## src/rtl/sspg_defines.vh

```
// Constants of the serial port GPIO and clock-stop block
// Summary of operation
// - Rx clock, rx frame, rx data, tx clock, tx frame may be GPIO inputs.
// - Rx clock, rx frame, tx clock, tx frame, tx data may be GPIO outputs.
// - GPIO inputs are sampled on the rising edge of the CPU clock.
// - GPIO outputs change after a rising CPU clock edge.
// - Master inverts internal tx frame into an active-low slave enable.
// - Slave inverts the active-low enable received on the frame pins.
// - Master lowers enable before a rising clock, then transfers on rising.
// - Bit clock period is one plus divide value CPU cycles, split into low and high times.
// - Low time is half period if divide odd or zero, else divide/2.
// - Mode 10b launches transmit bits on the rising bit clock edge.
// - Mode 10b samples receive data on the falling bit clock edge.
// - Mode 11b launches transmit bits on the falling bit clock edge.
// - Mode 11b samples receive data on the rising bit clock edge.
// - Enable lead is one low time in 10b, one period in 11b.
// - Enable hold is one period in 10b, one low time in 11b.
// - Master floats tx data after the final falling clock edge.
// - Slave floats tx data once the enable input returns high.
// - Slave drives its first bit from the second rising CPU clock edge after the enable falls.
// - High time is half period if divide odd or zero, else divide/2+1.
`ifndef SSPG_DEFINES_VH
`define SSPG_DEFINES_VH
`define SSPG_MODE_10 2'h2
`define SSPG_MODE_11 2'h3
`define SSPG_PIN_RXCLK 0
`define SSPG_PIN_RXFRM 1
`define SSPG_PIN_RXDAT 2
`define SSPG_PIN_TXCLK 3
`define SSPG_PIN_TXFRM 4
`define SSPG_PIN_TXDAT 5
`define SSPG_GPIO_IN_OK 6'h1F
`define SSPG_GPIO_OUT_OK 6'h3B
`define SSPG_FIFO_DEPTH 4
`endif

```

## src/rtl/sspg_fifo.v

```verilog
// Small synchronous FIFO with valid and ready on both sides
`default_nettype none
module sspg_fifo #(
  parameter WIDTH = 16,
  parameter DEPTH = 4,
  parameter AW = 2
) (
  input wire sys_clk,
  input wire srst,
  input wire inValid,
  output wire inReady,
  input wire [WIDTH-1:0] inData,
  output wire outValid,
  input wire outReady,
  output wire [WIDTH-1:0] outData
);
  reg [WIDTH-1:0] mem [0:DEPTH-1];
  reg [AW-1:0] wrPtr_r;
  reg [AW-1:0] rdPtr_r;
  reg [AW:0] count_r;
  wire doWr;
  wire doRd;
  assign inReady = (count_r != DEPTH[AW:0]);
  assign outValid = (count_r != {(AW+1){1'b0}});
  assign outData = mem[rdPtr_r];
  assign doWr = inValid && inReady;
  assign doRd = outValid && outReady;
  always @(posedge sys_clk) begin
    if (doWr) begin
      mem[wrPtr_r] <= inData;
    end
  end
  always @(posedge sys_clk) begin
    if (srst) begin
      wrPtr_r <= {AW{1'b0}};
      rdPtr_r <= {AW{1'b0}};
      count_r <= {(AW+1){1'b0}};
    end else begin
      if (doWr) begin
        wrPtr_r <= (wrPtr_r == DEPTH[AW-1:0] - 1'b1) ? {AW{1'b0}} :
          wrPtr_r + 1'b1;
      end
      if (doRd) begin
        rdPtr_r <= (rdPtr_r == DEPTH[AW-1:0] - 1'b1) ? {AW{1'b0}} :
          rdPtr_r + 1'b1;
      end
      if (doWr && !doRd) begin
        count_r <= count_r + 1'b1;
      end else if (doRd && !doWr) begin
        count_r <= count_r - 1'b1;
      end
    end
  end
endmodule
`default_nettype wire

```

## src/rtl/sspg_port.v

```verilog
// Serial port top: GPIO use and clock-stop master or slave transfers
`include "sspg_defines.vh"
`default_nettype none
module sspg_port #(
  parameter WIDTH = 16,
  parameter DIVW = 8
) (
  input wire sys_clk,
  input wire srst,
  input wire [5:0] gpioEnable,
  input wire [5:0] gpioOutSel,
  input wire [5:0] gpioOutLevel,
  output reg [5:0] gpioInLevel,
  input wire spiEnable,
  input wire spiMaster,
  input wire [1:0] clockStopMode,
  input wire txClockPolarity,
  input wire txFramePolarity,
  input wire rxFramePolarity,
  input wire [DIVW-1:0] clockDivideValue,
  input wire txValid,
  output wire txReady,
  input wire [WIDTH-1:0] txWord,
  output reg rxValid,
  output reg [WIDTH-1:0] rxWord,
  output wire busy,
  input wire rxBitClockPinIn,
  output wire rxBitClockPinOut,
  output wire rxBitClockPinOe,
  input wire rxFramePinIn,
  output wire rxFramePinOut,
  output wire rxFramePinOe,
  input wire rxDataPinIn,
  input wire txBitClockPinIn,
  output wire txBitClockPinOut,
  output wire txBitClockPinOe,
  input wire txFramePinIn,
  output wire txFramePinOut,
  output wire txFramePinOe,
  input wire txDataPinIn,
  output wire txDataPinOut,
  output wire txDataPinOe
);
  // ------------------------------------------------------------
  // State codes
  // ------------------------------------------------------------
  localparam ST_IDLE = 4'h1;
  localparam ST_LEAD = 4'h2;
  localparam ST_BITS = 4'h4;
  localparam ST_HOLD = 4'h8;
  localparam CW = 5;

  // ------------------------------------------------------------
  // Declarations
  // ------------------------------------------------------------
  wire [5:0] pinIn;
  reg [5:0] gpioOut_r;
  wire [5:0] inOk;
  wire [5:0] outOk;
  wire fifoValid;
  wire fifoReady;
  wire [WIDTH-1:0] fifoData;
  reg [3:0] state_r;
  reg [DIVW:0] divCnt_r;
  reg sclk_r;
  reg frame_r;
  reg [WIDTH-1:0] shTx_r;
  reg [WIDTH-1:0] shRx_r;
  reg [CW-1:0] bitCnt_r;
  reg txDrv_r;
  reg txBit_r;
  reg slvClkD_r;
  reg slvSelD_r;
  reg slvActive_r;
  wire mode11;
  wire divOdd;
  wire [DIVW:0] lowLen;
  wire [DIVW:0] highLen;
  wire [DIVW:0] periodLen;
  wire phaseEnd;
  wire slvSel;
  wire slvClk;
  wire slvRise;
  wire slvFall;
  wire slvLaunch;
  wire slvSample;
  wire isMaster;
  wire isSlave;

  // ------------------------------------------------------------
  // General-purpose I/O
  // ------------------------------------------------------------
  assign pinIn = {txDataPinIn, txFramePinIn, txBitClockPinIn,
    rxDataPinIn, rxFramePinIn, rxBitClockPinIn};
  assign inOk = gpioEnable & ~gpioOutSel & `SSPG_GPIO_IN_OK;
  assign outOk = gpioEnable & gpioOutSel & `SSPG_GPIO_OUT_OK;

  always @(posedge sys_clk) begin
    if (srst) begin
      gpioInLevel <= 6'h00;
      gpioOut_r <= 6'h00;
    end else begin
      gpioInLevel <= pinIn & inOk;
      gpioOut_r <= gpioOutLevel & outOk;
    end
  end

  // ------------------------------------------------------------
  // Transmit word FIFO
  // ------------------------------------------------------------
  sspg_fifo #(
    .WIDTH(WIDTH),
    .DEPTH(`SSPG_FIFO_DEPTH),
    .AW(2)
  ) txFifo (
    .sys_clk(sys_clk),
    .srst(srst),
    .inValid(txValid),
    .inReady(txReady),
    .inData(txWord),
    .outValid(fifoValid),
    .outReady(fifoReady),
    .outData(fifoData)
  );

  // ------------------------------------------------------------
  // Bit clock timing
  // ------------------------------------------------------------
  assign isMaster = spiEnable && spiMaster;
  assign isSlave = spiEnable && !spiMaster;
  assign mode11 = (clockStopMode == `SSPG_MODE_11);
  assign divOdd = clockDivideValue[0];
  // Period and half-period counts in cycles of the CPU clock
  assign periodLen = {1'b0, clockDivideValue} + 1'b1;
  assign lowLen = (divOdd || clockDivideValue == {DIVW{1'b0}}) ?
    (periodLen >> 1) : {1'b0, clockDivideValue >> 1};
  assign highLen = (divOdd || clockDivideValue == {DIVW{1'b0}}) ?
    (periodLen - (periodLen >> 1)) :
    ({1'b0, clockDivideValue >> 1} + 1'b1);
  assign phaseEnd = (divCnt_r <= 1);
  assign fifoReady = isMaster && (state_r == ST_IDLE);

  // ------------------------------------------------------------
  // Master sequencer and slave shift registers
  // ------------------------------------------------------------
  always @(posedge sys_clk) begin
    if (srst) begin
      state_r <= ST_IDLE;
      divCnt_r <= {(DIVW+1){1'b0}};
      sclk_r <= 1'b0;
      frame_r <= 1'b0;
      shTx_r <= {WIDTH{1'b0}};
      shRx_r <= {WIDTH{1'b0}};
      bitCnt_r <= {CW{1'b0}};
      txDrv_r <= 1'b0;
      txBit_r <= 1'b0;
      rxValid <= 1'b0;
      rxWord <= {WIDTH{1'b0}};
    end else begin
      rxValid <= 1'b0;
      if (isSlave) begin
        sclk_r <= 1'b0;
        frame_r <= 1'b0;
        state_r <= ST_IDLE;
        txDrv_r <= slvActive_r;
        if (slvSel && !slvSelD_r) begin
          shTx_r <= {fifoData[WIDTH-2:0], 1'b0};
          txBit_r <= fifoData[WIDTH-1];
          bitCnt_r <= {CW{1'b0}};
        end else if (slvLaunch && bitCnt_r != {CW{1'b0}}) begin
          txBit_r <= shTx_r[WIDTH-1];
          shTx_r <= {shTx_r[WIDTH-2:0], 1'b0};
        end
        if (slvSample) begin
          shRx_r <= {shRx_r[WIDTH-2:0], rxDataPinIn};
          bitCnt_r <= bitCnt_r + 1'b1;
          if (bitCnt_r == WIDTH[CW-1:0] - 1'b1) begin
            rxValid <= 1'b1;
            rxWord <= {shRx_r[WIDTH-2:0], rxDataPinIn};
          end
        end
      end else begin
        case (state_r)
          ST_IDLE: begin
            sclk_r <= 1'b0;
            txDrv_r <= 1'b0;
            if (isMaster && fifoValid) begin
              state_r <= ST_LEAD;
              frame_r <= 1'b1;
              shTx_r <= fifoData;
              bitCnt_r <= {CW{1'b0}};
              divCnt_r <= mode11 ? periodLen : lowLen;
              txDrv_r <= mode11;
              txBit_r <= fifoData[WIDTH-1];
            end
          end
          ST_LEAD: begin
            if (phaseEnd) begin
              state_r <= ST_BITS;
              sclk_r <= 1'b1;
              divCnt_r <= highLen;
              txDrv_r <= 1'b1;
              if (!mode11) begin
                txBit_r <= shTx_r[WIDTH-1];
              end else begin
                shRx_r <= {shRx_r[WIDTH-2:0], rxDataPinIn};
              end
              shTx_r <= {shTx_r[WIDTH-2:0], 1'b0};
            end else begin
              divCnt_r <= divCnt_r - 1'b1;
            end
          end
          ST_BITS: begin
            if (!phaseEnd) begin
              divCnt_r <= divCnt_r - 1'b1;
            end else if (sclk_r) begin
              sclk_r <= 1'b0;
              divCnt_r <= lowLen;
              bitCnt_r <= bitCnt_r + 1'b1;
              if (!mode11) begin
                shRx_r <= {shRx_r[WIDTH-2:0], rxDataPinIn};
              end else if (bitCnt_r != WIDTH[CW-1:0] - 1'b1) begin
                txBit_r <= shTx_r[WIDTH-1];
                shTx_r <= {shTx_r[WIDTH-2:0], 1'b0};
              end
              if (bitCnt_r == WIDTH[CW-1:0] - 1'b1) begin
                state_r <= ST_HOLD;
                divCnt_r <= mode11 ? lowLen : periodLen;
                rxValid <= 1'b1;
                rxWord <= mode11 ? shRx_r :
                  {shRx_r[WIDTH-2:0], rxDataPinIn};
              end
            end else begin
              sclk_r <= 1'b1;
              divCnt_r <= highLen;
              if (!mode11) begin
                txBit_r <= shTx_r[WIDTH-1];
                shTx_r <= {shTx_r[WIDTH-2:0], 1'b0};
              end else begin
                shRx_r <= {shRx_r[WIDTH-2:0], rxDataPinIn};
              end
            end
          end
          ST_HOLD: begin
            txDrv_r <= 1'b0;
            if (phaseEnd) begin
              state_r <= ST_IDLE;
              frame_r <= 1'b0;
            end else begin
              divCnt_r <= divCnt_r - 1'b1;
            end
          end
          default: begin
            state_r <= ST_IDLE;
          end
        endcase
      end
    end
  end

  // ------------------------------------------------------------
  // Slave edge detection
  // ------------------------------------------------------------
  assign slvSel = (rxFramePolarity ? !rxFramePinIn : rxFramePinIn) &&
    (txFramePolarity ? !txFramePinIn : txFramePinIn);
  assign slvClk = txClockPolarity ? !txBitClockPinIn : txBitClockPinIn;
  assign slvRise = slvClk && !slvClkD_r;
  assign slvFall = !slvClk && slvClkD_r;
  assign slvLaunch = slvSel && (mode11 ? slvFall : slvRise);
  assign slvSample = slvSel && (mode11 ? slvRise : slvFall);

  always @(posedge sys_clk) begin
    if (srst) begin
      slvClkD_r <= 1'b0;
      slvSelD_r <= 1'b0;
      slvActive_r <= 1'b0;
    end else begin
      slvClkD_r <= slvClk;
      slvSelD_r <= slvSel;
      slvActive_r <= isSlave && slvSel;
    end
  end

  // ------------------------------------------------------------
  // Pin drivers
  // ------------------------------------------------------------
  assign busy = (state_r != ST_IDLE) || slvActive_r;
  assign txBitClockPinOut = isMaster ? (sclk_r ^ txClockPolarity) :
    gpioOut_r[`SSPG_PIN_TXCLK];
  assign txBitClockPinOe = isMaster || outOk[`SSPG_PIN_TXCLK];
  assign txFramePinOut = isMaster ?
    (txFramePolarity ? !frame_r : frame_r) :
    gpioOut_r[`SSPG_PIN_TXFRM];
  assign txFramePinOe = isMaster || outOk[`SSPG_PIN_TXFRM];
  assign txDataPinOut = spiEnable ? txBit_r : gpioOut_r[`SSPG_PIN_TXDAT];
  assign txDataPinOe = spiEnable ? txDrv_r : outOk[`SSPG_PIN_TXDAT];
  assign rxBitClockPinOut = gpioOut_r[`SSPG_PIN_RXCLK];
  assign rxBitClockPinOe = !spiEnable && outOk[`SSPG_PIN_RXCLK];
  assign rxFramePinOut = gpioOut_r[`SSPG_PIN_RXFRM];
  assign rxFramePinOe = !spiEnable && outOk[`SSPG_PIN_RXFRM];
endmodule
`default_nettype wire

```

## config.mk

```make
export PLATFORM = sky130hd
export DESIGN_NAME = sspg_port
export DESIGN_NICKNAME = d
export VERILOG_FILES = /design/src/rtl/sspg_fifo.v /design/src/rtl/sspg_port.v
export VERILOG_INCLUDE_DIRS = /design/src /design/src/rtl
export SDC_FILE = /design/constraint.sdc
export NUM_CORES = 1
export LEC_CHECK = 0
export BUFFER_PORTS_ARGS = -buffer_cell sky130_fd_sc_hd__buf_2
export CORE_MARGIN = 2
export CORE_UTILIZATION = 33
export CTS_CLUSTER_SIZE = 12
export DETAILED_ROUTE_END_ITERATION = 7
export GPL_ROUTABILITY_DRIVEN = 0
export PLACE_DENSITY_LB_ADDON = 0.15
export SLEW_MARGIN = 10
export SYNTH_ARGS = -nofsm -noshare
export SYNTH_HDL_FRONTEND = slang
export SYNTH_SLANG_ARGS = --single-unit
export TNS_END_PERCENT = 20
```

## constraint.sdc

```tcl
create_clock -name sys_clk -period 4.6 [get_ports sys_clk]
set_clock_uncertainty 0.1 [all_clocks]
set_input_delay 0 -clock sys_clk [delete_from_list [all_inputs] [get_ports sys_clk]]
set_output_delay 0 -clock sys_clk [all_outputs]
set_load 0.01 [all_outputs]
```

==> results.py, run 1 <==
metrics = {
    "clocking": {
        "post-cts-setup-buffers": 0,
        "clock_sinks": 157,
        "cts_hold_buf": 46,
        "clock_latency_ns": 0.42,
        "cts_resized": 0,
        "clk_pin_slew_worst_paths_ns": 0.06,
        "cts-root-buf": "clkbuf_16",
        "cts_buffer_depth": 2,
        "cts_tree": "done",
        "numCtsBuffers": 17,
        "htree_levels": 4,
    },
    "critical_path": {
        "cp_data_arrival_time_ns": 3.27,
        "cp.required_ns": 4.77,
        "path_class": "flip-flop to flip-flop",
        "start_kind": "flip-flop",
        "cp_max_fo": 16,
        "endpoint_kind": "flip-flop",
    },
    "timing": {
        "worst_slew_pin_slew_ns": 1.13,
        "hold_viol": 0,
        "worst_slack_ns": 1.50,
        "rsz0062_at_grt": "false",
        "fin_tns_setup_ns": 0,
        "report.final.slew_viol_count": 0,
        "post-route-min-period_ns": 3.10,
        "setup_violations": 0,
        "fin_crit_sh_pct": 67.5,
        "clock.fmax_mhz": 322,
        "slew_headroom_pct": 24.3,
        "hold_ws_ns": 0.0566,
    },
    "logic_synthesis": {
        "syn_inst": 819,
        "synth_top_flop_cell": "dfxtp_1",
        "synthDistinctLibCells": 81,
        "synth_top_area_cell": "edfxtp_1",
        "synth.top_cell.area_share_pct": 23.5,
        "avgSynthCellArea_um2": 9.98,
        "synth-seq-cells": 157,
        "synth-async-reset-ratio_pct": 0,
        "ys_seq_area_share_pct": 46.3,
        "synth-edff-count": 64,
        "yosys-top-cells-area": "edfxtp_1 24%, dfxtp_1 23%, nor2_1 4.5%",
        "yosysWarnings": 0,
        "synthesis.nets": 900,
        "syn_area_um2": 8170,
    },
    "floorplan": {
        "ios": 93,
        "initial_core_util_pct": 33.6,
        "dieArea_um2": 26000,
        "die_h_um": 161,
        "die_w_um": 161,
        "core_area_um2": 24300,
        "rows": 57,
    },
    "run": {
        "cap_violations": 0,
    },
    "final_layout": {
        "drive_gt1_share_pct": 19.1,
        "finish.utilization_pct": 40.7,
        "antennaDiodeCount": 0,
        "nets": 1006,
        "area_growth_pct": 21.3,
    },
    "global_route": {
        "grt_pass1_vias": 6414,
        "grt_max_degree": 76,
        "track_usage_pct": 16.7,
        "grt_pass1_wl_mm": 34.4,
        "antenna_found_initial": 0,
        "grt-ovfl-total": 0,
    },
    "pwr": {
        "switching_power_mw": 1.21,
        "powerDensity_nw_per_um2": 402,
        "sw_frac_of_total_pct": 30.3,
        "pwr-share-seq_pct": 41.3,
        "p_int_mw": 2.77,
        "combPwrFrac_pct": 21.6,
        "p_leak_nw": 3.83,
        "clkPwrFrac_pct": 37.1,
        "ir_worst_vdd_uv": 230,
        "finalPower_mw": 3.98,
    },
    "detailed_routing": {
        "wl_per_cell_um": 16.8,
        "drc": 0,
        "wirelength_mm": 21.2,
        "vias": 6564,
        "firstDrtPassIters": 5,
        "postRouteAntennaNets": 0,
        "viasPerCell": 5.20,
        "drt_first_iter_violations": 355,
    },
    "placement": {
        "io_buffers": 89,
        "post-place-ws_ns": 1.41,
        "dp_hpwl_mm": 14.4,
    },
    "hold_path": {
        "hp-class": "primary input to flip-flop",
    },
    "outcome": {
        "outcome": "finished clean",
    },
}
-- metrics by stage --
step                      std cells  instance area (um2)
final                          1262                 9910
after global routing           1262                 9910
after CTS                      1262                 9910
after detailed placement       1184                 8820
after global placement         1184                 8820
after floorplan                 819                 8170
-- worst max-delay path, stage by stage (launching register included) --
cell	delay, ns
dfxtp_1	0.42
inv_1	0.09
ha_1	0.18
o21bai_1	0.23
and4b_1	0.42
nand2_2	0.20
nor2_1	0.09
o22ai_2	0.88
mux2i_1	0.27
nor2_1	0.06
-- path summary, 6_finish.rpt --
| kind | start | to | slack [ns] | cells past startpoint |
|---|---|---|---|---|
| max | divCnt_r[1] | shRx_r[4] | 1.50 | 9 |
| min | spiMaster | txDrv_r | 0.06 | 4 |
| max reg2reg | divCnt_r[1] | shRx_r[4] | 1.50 | 9 |
| min reg2reg | shTx_r[0] | shTx_r[0] | 0.36 | 2 |
-- flip-flops by register name (all words and copies together) (netlist names), 2 cells and up, named ones only --
name,count
bitCnt_r,5
divCnt_r,9
gpioInLevel,5
gpioOut_r,5
rxWord,16
shRx_r,16
shTx_r,16
state_r,4
txFifo.count_r,3
txFifo.mem,64
txFifo.rdPtr_r,2
txFifo.wrPtr_r,2
-- power groups by stage --
stage | clock [mW] | sequential, mW | combinational [mW]
6_report | 1.48 | 1.64 | 0.859
5_1_grt | 1.59 | 1.66 | 0.961
4_1_cts | 1.53 | 1.64 | 0.867
2_1_floorplan | 0 | 1.65 | 0.624
3_5_place_dp | 0 | 1.67 | 0.835
3_3_place_gp | 0 | 1.67 | 0.828
-- cell usage in the layout (no fill, tap or decap), types with 19 or more instances in the layout --
master,count
a311oi_1,19
dlygate4sd3_1,46
nor3_1,20
inv_1,29
o21ai_0,49
nand2_1,65
mux2i_1,23
dfxtp_1,93
buf_2,89
a21oi_1,37
nor2_1,97
nand3_1,32
ha_1,21
edfxtp_1,64
-- per-layer routing --
metal  global-route usage (%)  wire, um
met3                     2.82       674
met1                     22.1     10000
met2                     28.1     10300
met4                     4.67       270
met5                        0         0
-- cell type report --
class	count	area [um2]
clock buffers	19	454
inverters	31	116
multi-input cells	576	4020
well taps	324	405
repair buffers	142	958
fillers	2402	14400
flip-flops and latches	157	3780
clock inverters	13	170
-- Yosys cell counts, drive strengths merged (8+ instances only) --
| cell | count |
|---|---|
| nor2 | 97 |
| dfxtp | 93 |
| nand2 | 66 |
| edfxtp | 64 |
| o21ai | 51 |
| a21oi | 37 |
| nand3 | 32 |
| inv | 30 |
| buf | 28 |
| clkbuf | 27 |
| mux2i | 23 |
| ha | 21 |
| nor3 | 21 |
| a311oi | 19 |
| o22ai | 18 |
| mux4 | 16 |
| o41ai | 16 |
| xor2 | 16 |
| xnor2 | 15 |
| and3 | 13 |
| o211ai | 12 |
| a31oi | 10 |
| or3 | 8 |
-- logic make-up after synthesis --
family | Yosys count | share of synthesized area (%)
flops | 157 | 46.3
fa+ha+maj | 23 | 3.71
mux | 41 | 7.50
other cells | 1 | 0.0459
buf+inv | 86 | 4.52
simple gates | 280 | 16.6
compound gates | 200 | 18.1
xor+xnor | 31 | 3.32
Note: power is estimated with default switching activity, not from simulation.
==> inputs of run 2 (changes only) <==
ABC_AREA = 1   (was not set)
clock period = 2.69 ns   (was 4.6 ns; I/O delays follow)
==> results.py, run 2 <==
metrics = {
    "critical_path": {
        "critPathBufInv": 2,
        "r2r_start": "state_r[2]",
        "cp_data_arrival_time_ns": 2.62,
        "endpoint_kind": "flip-flop",
        "cp.required_ns": 2.90,
        "r2r_slack_ns": 0.28,
        "start_kind": "flip-flop",
        "slowest_delay_ns": 0.35,
        "crit_slowest_cell": "dfxtp_1",
        "cp_max_fo": 17,
        "cp_top_family": "simple AND/OR/NAND/NOR gates",
        "path_class": "flip-flop to flip-flop",
        "worstRegToRegCells": 11,
        "reg2reg_to": "shTx_r[0]",
        "cp_cell_sequence": "nor2_2 -> nand3_2 -> nand2_2 -> inv_2 -> a31oi_1 -> nand2_1 -> a21oi_2 -> nand2_2 -> inv_2 -> o21ai_0 -> o211a_1",
    },
    "clocking": {
        "cts_tree": "done",
        "numCtsBuffers": 17,
        "clock_sinks": 157,
        "cts_buffer_depth": 2,
        "cts-root-buf": "clkbuf_16",
        "htree_levels": 4,
        "clk_pin_slew_worst_paths_ns": 0.07,
        "post-cts-setup-buffers": 0,
        "clock_latency_ns": 0.43,
        "cts_resized": 0,
    },
    "final_layout": {
        "regMostFlops": "txFifo.mem",
        "layout_common_cells": "241 x nand2_1, 131 x o21ai_0, 106 x a21oi_1",
        "largest_reg_flops": 64,
        "drive_gt1_share_pct": 15.1,
        "nets": 1319,
        "antennaDiodeCount": 0,
        "area_growth_pct": 21.5,
        "final_common_cell": "nand2_1",
    },
    "pwr": {
        "ir_worst_vdd_uv": 483,
        "finalPower_mw": 8.73,
        "p_leak_nw": 4.38,
        "powerDensity_nw_per_um2": 827,
    },
    "outcome": {
        "outcome": "finished clean",
    },
    "floorplan": {
        "die_h_um": 166,
        "dieArea_um2": 27700,
        "core_area_um2": 26000,
        "rows": 59,
        "die_w_um": 166,
        "ios": 93,
        "initial_core_util_pct": 33.4,
    },
    "logic_synthesis": {
        "syn_inst": 1120,
        "avgSynthCellArea_um2": 7.76,
        "synthDistinctLibCells": 48,
        "synth-edff-count": 64,
        "synthTopCellsByCount": "242 x nand2_1, 131 x o21ai_0, 106 x a21oi_1, 95 x inv_1, 93 x dfxtp_1",
        "syn_area_um2": 8690,
        "synth-async-reset-ratio_pct": 0,
        "synth.area.mux_share_pct": 0,
        "synth_top_flop_cell": "dfxtp_1",
        "synth_adder_area_share_pct": 3.48,
        "synthesis.nets": 1201,
        "synth_compound_area_share_pct": 24.1,
        "yosysWarnings": 0,
        "yosysMostFrequentCell": "nand2_1",
        "synth_top_family_by_area": "compound AO/OA/AOI/OAI gates",
        "synth_xor_area_share_pct": 2.30,
        "yosys-top-cells-area": "edfxtp_1 22%, dfxtp_1 21%, nand2_1 10%",
        "synth.top_cell.area_share_pct": 22.1,
        "synth-seq-cells": 157,
        "ys_seq_area_share_pct": 43.5,
        "synth_simple_gate_area_share_pct": 18.7,
        "synth_top_area_cell": "edfxtp_1",
    },
    "timing": {
        "hold_viol": 0,
        "post-route-min-period_ns": 2.41,
        "slew_headroom_pct": 60.6,
        "clock.fmax_mhz": 415,
        "setup_violations": 0,
        "rsz0062_at_grt": "false",
        "fin_crit_sh_pct": 89.5,
        "report.final.slew_viol_count": 0,
        "worst_slew_pin_slew_ns": 0.589,
        "fin_tns_setup_ns": 0,
    },
    "global_route": {
        "grt_pass1_wl_mm": 38.4,
        "track_usage_pct": 17.0,
        "grt-ovfl-total": 0,
        "grt_max_degree": 57,
        "antenna_found_initial": 0,
        "grt_pass1_vias": 7472,
    },
    "hold_path": {
        "min_from": "txFramePinIn",
        "hold_depth": 5,
        "hold_end": "slvSelD_r",
        "hp-class": "primary input to flip-flop",
    },
    "detailed_routing": {
        "wl_per_cell_um": 14.6,
        "drt_first_iter_violations": 466,
        "vias": 7948,
        "viasPerCell": 5.01,
        "postRouteAntennaNets": 0,
        "drc": 0,
        "wirelength_mm": 23.2,
        "firstDrtPassIters": 7,
    },
    "placement": {
        "io_buffers": 89,
        "dp_hpwl_mm": 15.8,
    },
    "run": {
        "cap_violations": 0,
    },
}
## run 2: cell types whose count changed after synthesis, sizes merged, moves of 17 or more
cell    previous run  this run
a21oi             37       109
a311oi            19         0
a31oi             10        39
inv               30       107
mux2i             23         0
nand2             66       247
nor2              97        80
o211ai            12        37
o21ai             51       155
## run 2: worst max-delay path by stage
stage                   startpoint           to  slack (ns)  cells past startpoint
2_1_floorplan  clockDivideValue[1]  divCnt_r[7]        0.48                     17
3_3_place_gp   clockDivideValue[1]  divCnt_r[7]        0.17                     18
3_5_place_dp   clockDivideValue[1]  divCnt_r[7]        0.15                     18
4_1_cts                 state_r[2]    shTx_r[0]        0.30                     11
5_1_grt                 state_r[2]    shTx_r[9]        0.05                     11
6_report                state_r[2]    shTx_r[0]        0.28                     11
## run 2: final cells by class
cell class                 instances  area, um2
inverter                         108        407
clock inverter                    15        183
fill                            2721      15400
tap                              335        419
clock buffer                      17        425
timing repair buffer             160       1110
sequential                       157       3780
multi-input combinational        794       4220
## run 2: through the flow
stage / instances / area [um2] / hold slack (ns) / setup slack, ns / utilization [%]
finish: 1586 / 10600 / 0.0491 / 0.282 / 40.6
CTS: 1586 / 10600 / 0.0255 / 0.301 / 40.6
global route: 1586 / 10600 / 0.0428 / 0.0527 / 40.6
floorplan: 1120 / 8690 / -0.0525 / 0.484 / -
detailed placement: 1510 / 9510 / 0.0672 / 0.145 / 36.6
global placement: 1510 / 9510 / 0.0623 / 0.175 / 36.6
## run 2: cells by family (layout without fill, tap and decap cells)
| logic type | count (synthesis) | in the layout |
|---|---|---|
| XOR/XNOR | 22 | 22 |
| adder cells (fa/ha/maj) | 23 | 23 |
| flip-flops | 157 | 157 |
| other | 1 | 1 |
| AND/OR/NAND/NOR | 383 | 383 |
| AO/OA/AOI/OAI | 365 | 365 |
| buffers and inverters | 169 | 300 |
## run 2: what timing repair did
| item | in CTS | in global routing |
|---|---|---|
| endpoints found under the hold margin | 86 | 0 |
| hold buffers | 44 | 0 |
| setup endpoints to repair | 0 | 0 |
## run 2: worst min-delay path: stages
cell    delay [ns]
buf_2         0.10
xor2_1        0.06
and2_2        0.20
inv_2         0.12
nor2_1        0.05
## run 2: routing by layer
metal / track usage, % / share of wire (%) / vias to the layer above
li1: - / - / 4105
met1: 24.0 / 50 / 3677
met2: 26.8 / 45 / 148
met3: 2.98 / 3.6 / 18
met4: 4.61 / 1.1 / 0
met5: 0 / 0 / -
## run 2: report_power, final
group          total (mW)  internal [mW]  switching [mW]  leakage [nW]
Sequential           3.12           2.89           0.234          1.35
Combinational        3.18           1.13            2.05          2.74
Clock                2.43           1.26            1.16         0.292
==> inputs of run 3 (changes only) <==
CORE_ASPECT_RATIO = 0.9   (was not set)
==> results.py, run 3 (synthesis results as in run 2) <==
metrics = {
    "timing": {
        "setup_violations": 0,
        "slew_headroom_pct": 63.2,
        "post-route-min-period_ns": 2.24,
        "worst_slew_pin_slew_ns": 0.552,
        "hold_ws_ns": 0.0251,
        "hold_viol": 0,
        "rsz0062_at_grt": "false",
        "fin_tns_setup_ns": 0,
        "clock.fmax_mhz": 446,
        "fin_crit_sh_pct": 83.3,
        "report.final.slew_viol_count": 0,
    },
    "global_route": {
        "grt-ovfl-total": 0,
        "grt_pass1_vias": 7734,
        "antenna_found_initial": 0,
        "grt_max_degree": 57,
        "track_usage_pct": 17.2,
        "grt_pass1_wl_mm": 38.6,
    },
    "floorplan": {
        "die_h_um": 158,
        "initial_core_util_pct": 33.4,
        "core_area_um2": 26000,
        "dieArea_um2": 27700,
        "rows": 56,
        "die_w_um": 175,
        "ios": 93,
    },
    "detailed_routing": {
        "wl_per_cell_um": 14.3,
        "postRouteAntennaNets": 0,
        "drt_first_iter_violations": 444,
        "vias": 7930,
        "drc": 0,
        "wirelength_mm": 22.9,
        "firstDrtPassIters": 4,
        "viasPerCell": 4.95,
    },
    "clocking": {
        "numCtsBuffers": 17,
        "cts_buffer_depth": 2,
        "htree_levels": 4,
        "clk_pin_slew_worst_paths_ns": 0.07,
        "clock_latency_ns": 0.42,
        "post-cts-setup-buffers": 0,
        "clock_sinks": 157,
        "cts-root-buf": "clkbuf_16",
        "cts_tree": "done",
    },
    "critical_path": {
        "cp_cell_sequence": "inv_1 -> nand3_1 -> nand3_1 -> nor2_1 -> inv_1 -> ha_1 -> inv_1 -> fa_1 -> o21ai_0 -> a21oi_1",
        "cp_max_fo": 4,
        "reg2reg_to": "txFifo.count_r[1]",
        "startpoint": "txFifo.count_r[0]",
        "r2r_slack_ns": 0.45,
        "slowest_delay_ns": 0.40,
        "crit_slowest_cell": "fa_1",
        "r2r_start": "txFifo.count_r[0]",
        "cp.required_ns": 2.90,
        "worstRegToRegCells": 10,
        "endpoint_kind": "flip-flop",
        "cp_common_cell": "inv_1",
        "cp_data_arrival_time_ns": 2.45,
        "path_class": "flip-flop to flip-flop",
        "endpoint": "txFifo.count_r[1]",
        "start_kind": "flip-flop",
    },
    "pwr": {
        "sw_frac_of_total_pct": 38.3,
        "ir_worst_vdd_uv": 445,
        "p_leak_nw": 4.39,
        "p_int_mw": 5.43,
        "combPwrFrac_pct": 36.2,
        "pwr-share-seq_pct": 35.5,
        "powerDensity_nw_per_um2": 832,
        "switching_power_mw": 3.37,
        "finalPower_mw": 8.80,
        "clkPwrFrac_pct": 28.3,
    },
    "final_layout": {
        "fill_cells": 2621,
        "largest_reg_flops": 64,
        "final_common_cell": "nand2_1",
        "layout_common_cells": "242 x nand2_1, 131 x o21ai_0, 106 x a21oi_1",
        "regMostFlops": "txFifo.mem",
        "antennaDiodeCount": 0,
        "nets": 1321,
        "drive_gt1_share_pct": 15.0,
        "area_growth_pct": 21.7,
        "postLayoutCellArea_um2": 10600,
    },
    "placement": {
        "placed_area_um2": 9530,
        "dp_hpwl_mm": 15.7,
        "io_buffers": 89,
    },
    "hold_path": {
        "hp-class": "primary input to flip-flop",
        "hold_depth": 5,
    },
    "outcome": {
        "outcome": "finished clean",
    },
    "run": {
        "cap_violations": 0,
    },
}
## run 3: power by group through the flow
stage | clock network, mW | logic [mW] | registers [mW]
floorplan | 0 | 2.33 | 3.12
global placement | 0 | 3.15 | 3.17
detailed placement | 0 | 3.15 | 3.17
CTS | 2.56 | 3.21 | 3.12
global route | 2.64 | 3.65 | 3.18
finish | 2.49 | 3.18 | 3.13
## run 3: stage by stage
stage / instances / setup WS (ns) / util, %
2_1_floorplan: 1120 / 0.484 / -
3_3_place_gp: 1524 / 0.220 / 36.7
3_5_place_dp: 1524 / 0.207 / 36.7
4_1_cts: 1601 / 0.416 / 40.7
5_1_grt: 1601 / 0.184 / 40.7
6_report: 1601 / 0.448 / 40.7
## run 3: layout make-up
| class | instances | area [um2] | area share [%] |
|---|---|---|---|
| clock buffer | 17 | 425 | 4.02 |
| clock inverter | 15 | 176 | 1.67 |
| inverter | 108 | 407 | 3.84 |
| multi-input combinational | 794 | 4220 | 39.9 |
| sequential | 157 | 3780 | 35.8 |
| tap | 348 | 435 | 4.12 |
| timing repair buffer | 162 | 1130 | 10.7 |
## run 3: worst max-delay path, delay by kind of cell (launching register included)
kind | cells | cell delay, ns
AND/OR/NAND/NOR | 3 | 0.47
AO/OA/AOI/OAI | 2 | 0.22
flip-flops | 1 | 0.39
buffers and inverters | 3 | 0.31
adder cells (fa/ha/maj) | 2 | 0.62
## run 3: worst min-delay path by stage
stage | start | end | slack (ns)
after floorplan | spiEnable | rxBitClockPinOe | -0.05
after global placement | gpioOutSel[2] | gpioInLevel[2] | 0.06
after detailed placement | gpioOutSel[2] | gpioInLevel[2] | 0.07
after CTS | spiEnable | shRx_r[4] | 0.006
after global routing | spiEnable | rxWord[9] | 0.04
final | spiEnable | shRx_r[7] | 0.03
## run 3: repair_timing
action,in CTS,in global routing
hold buffers,45,0
setup endpoints to repair,0,0
resized for setup,0,0
endpoints found under the hold margin,102,0
## run 3: routing by layer
| layer | track usage (%) | vias to the layer above | wire [um] |
|---|---|---|---|
| li1 | - | 4114 | - |
| met1 | 24.6 | 3656 | 11800 |
| met2 | 26.9 | 144 | 10000 |
| met3 | 3.10 | 16 | 844 |
| met4 | 4.09 | 0 | 204 |
| met5 | 0 | - | 0 |
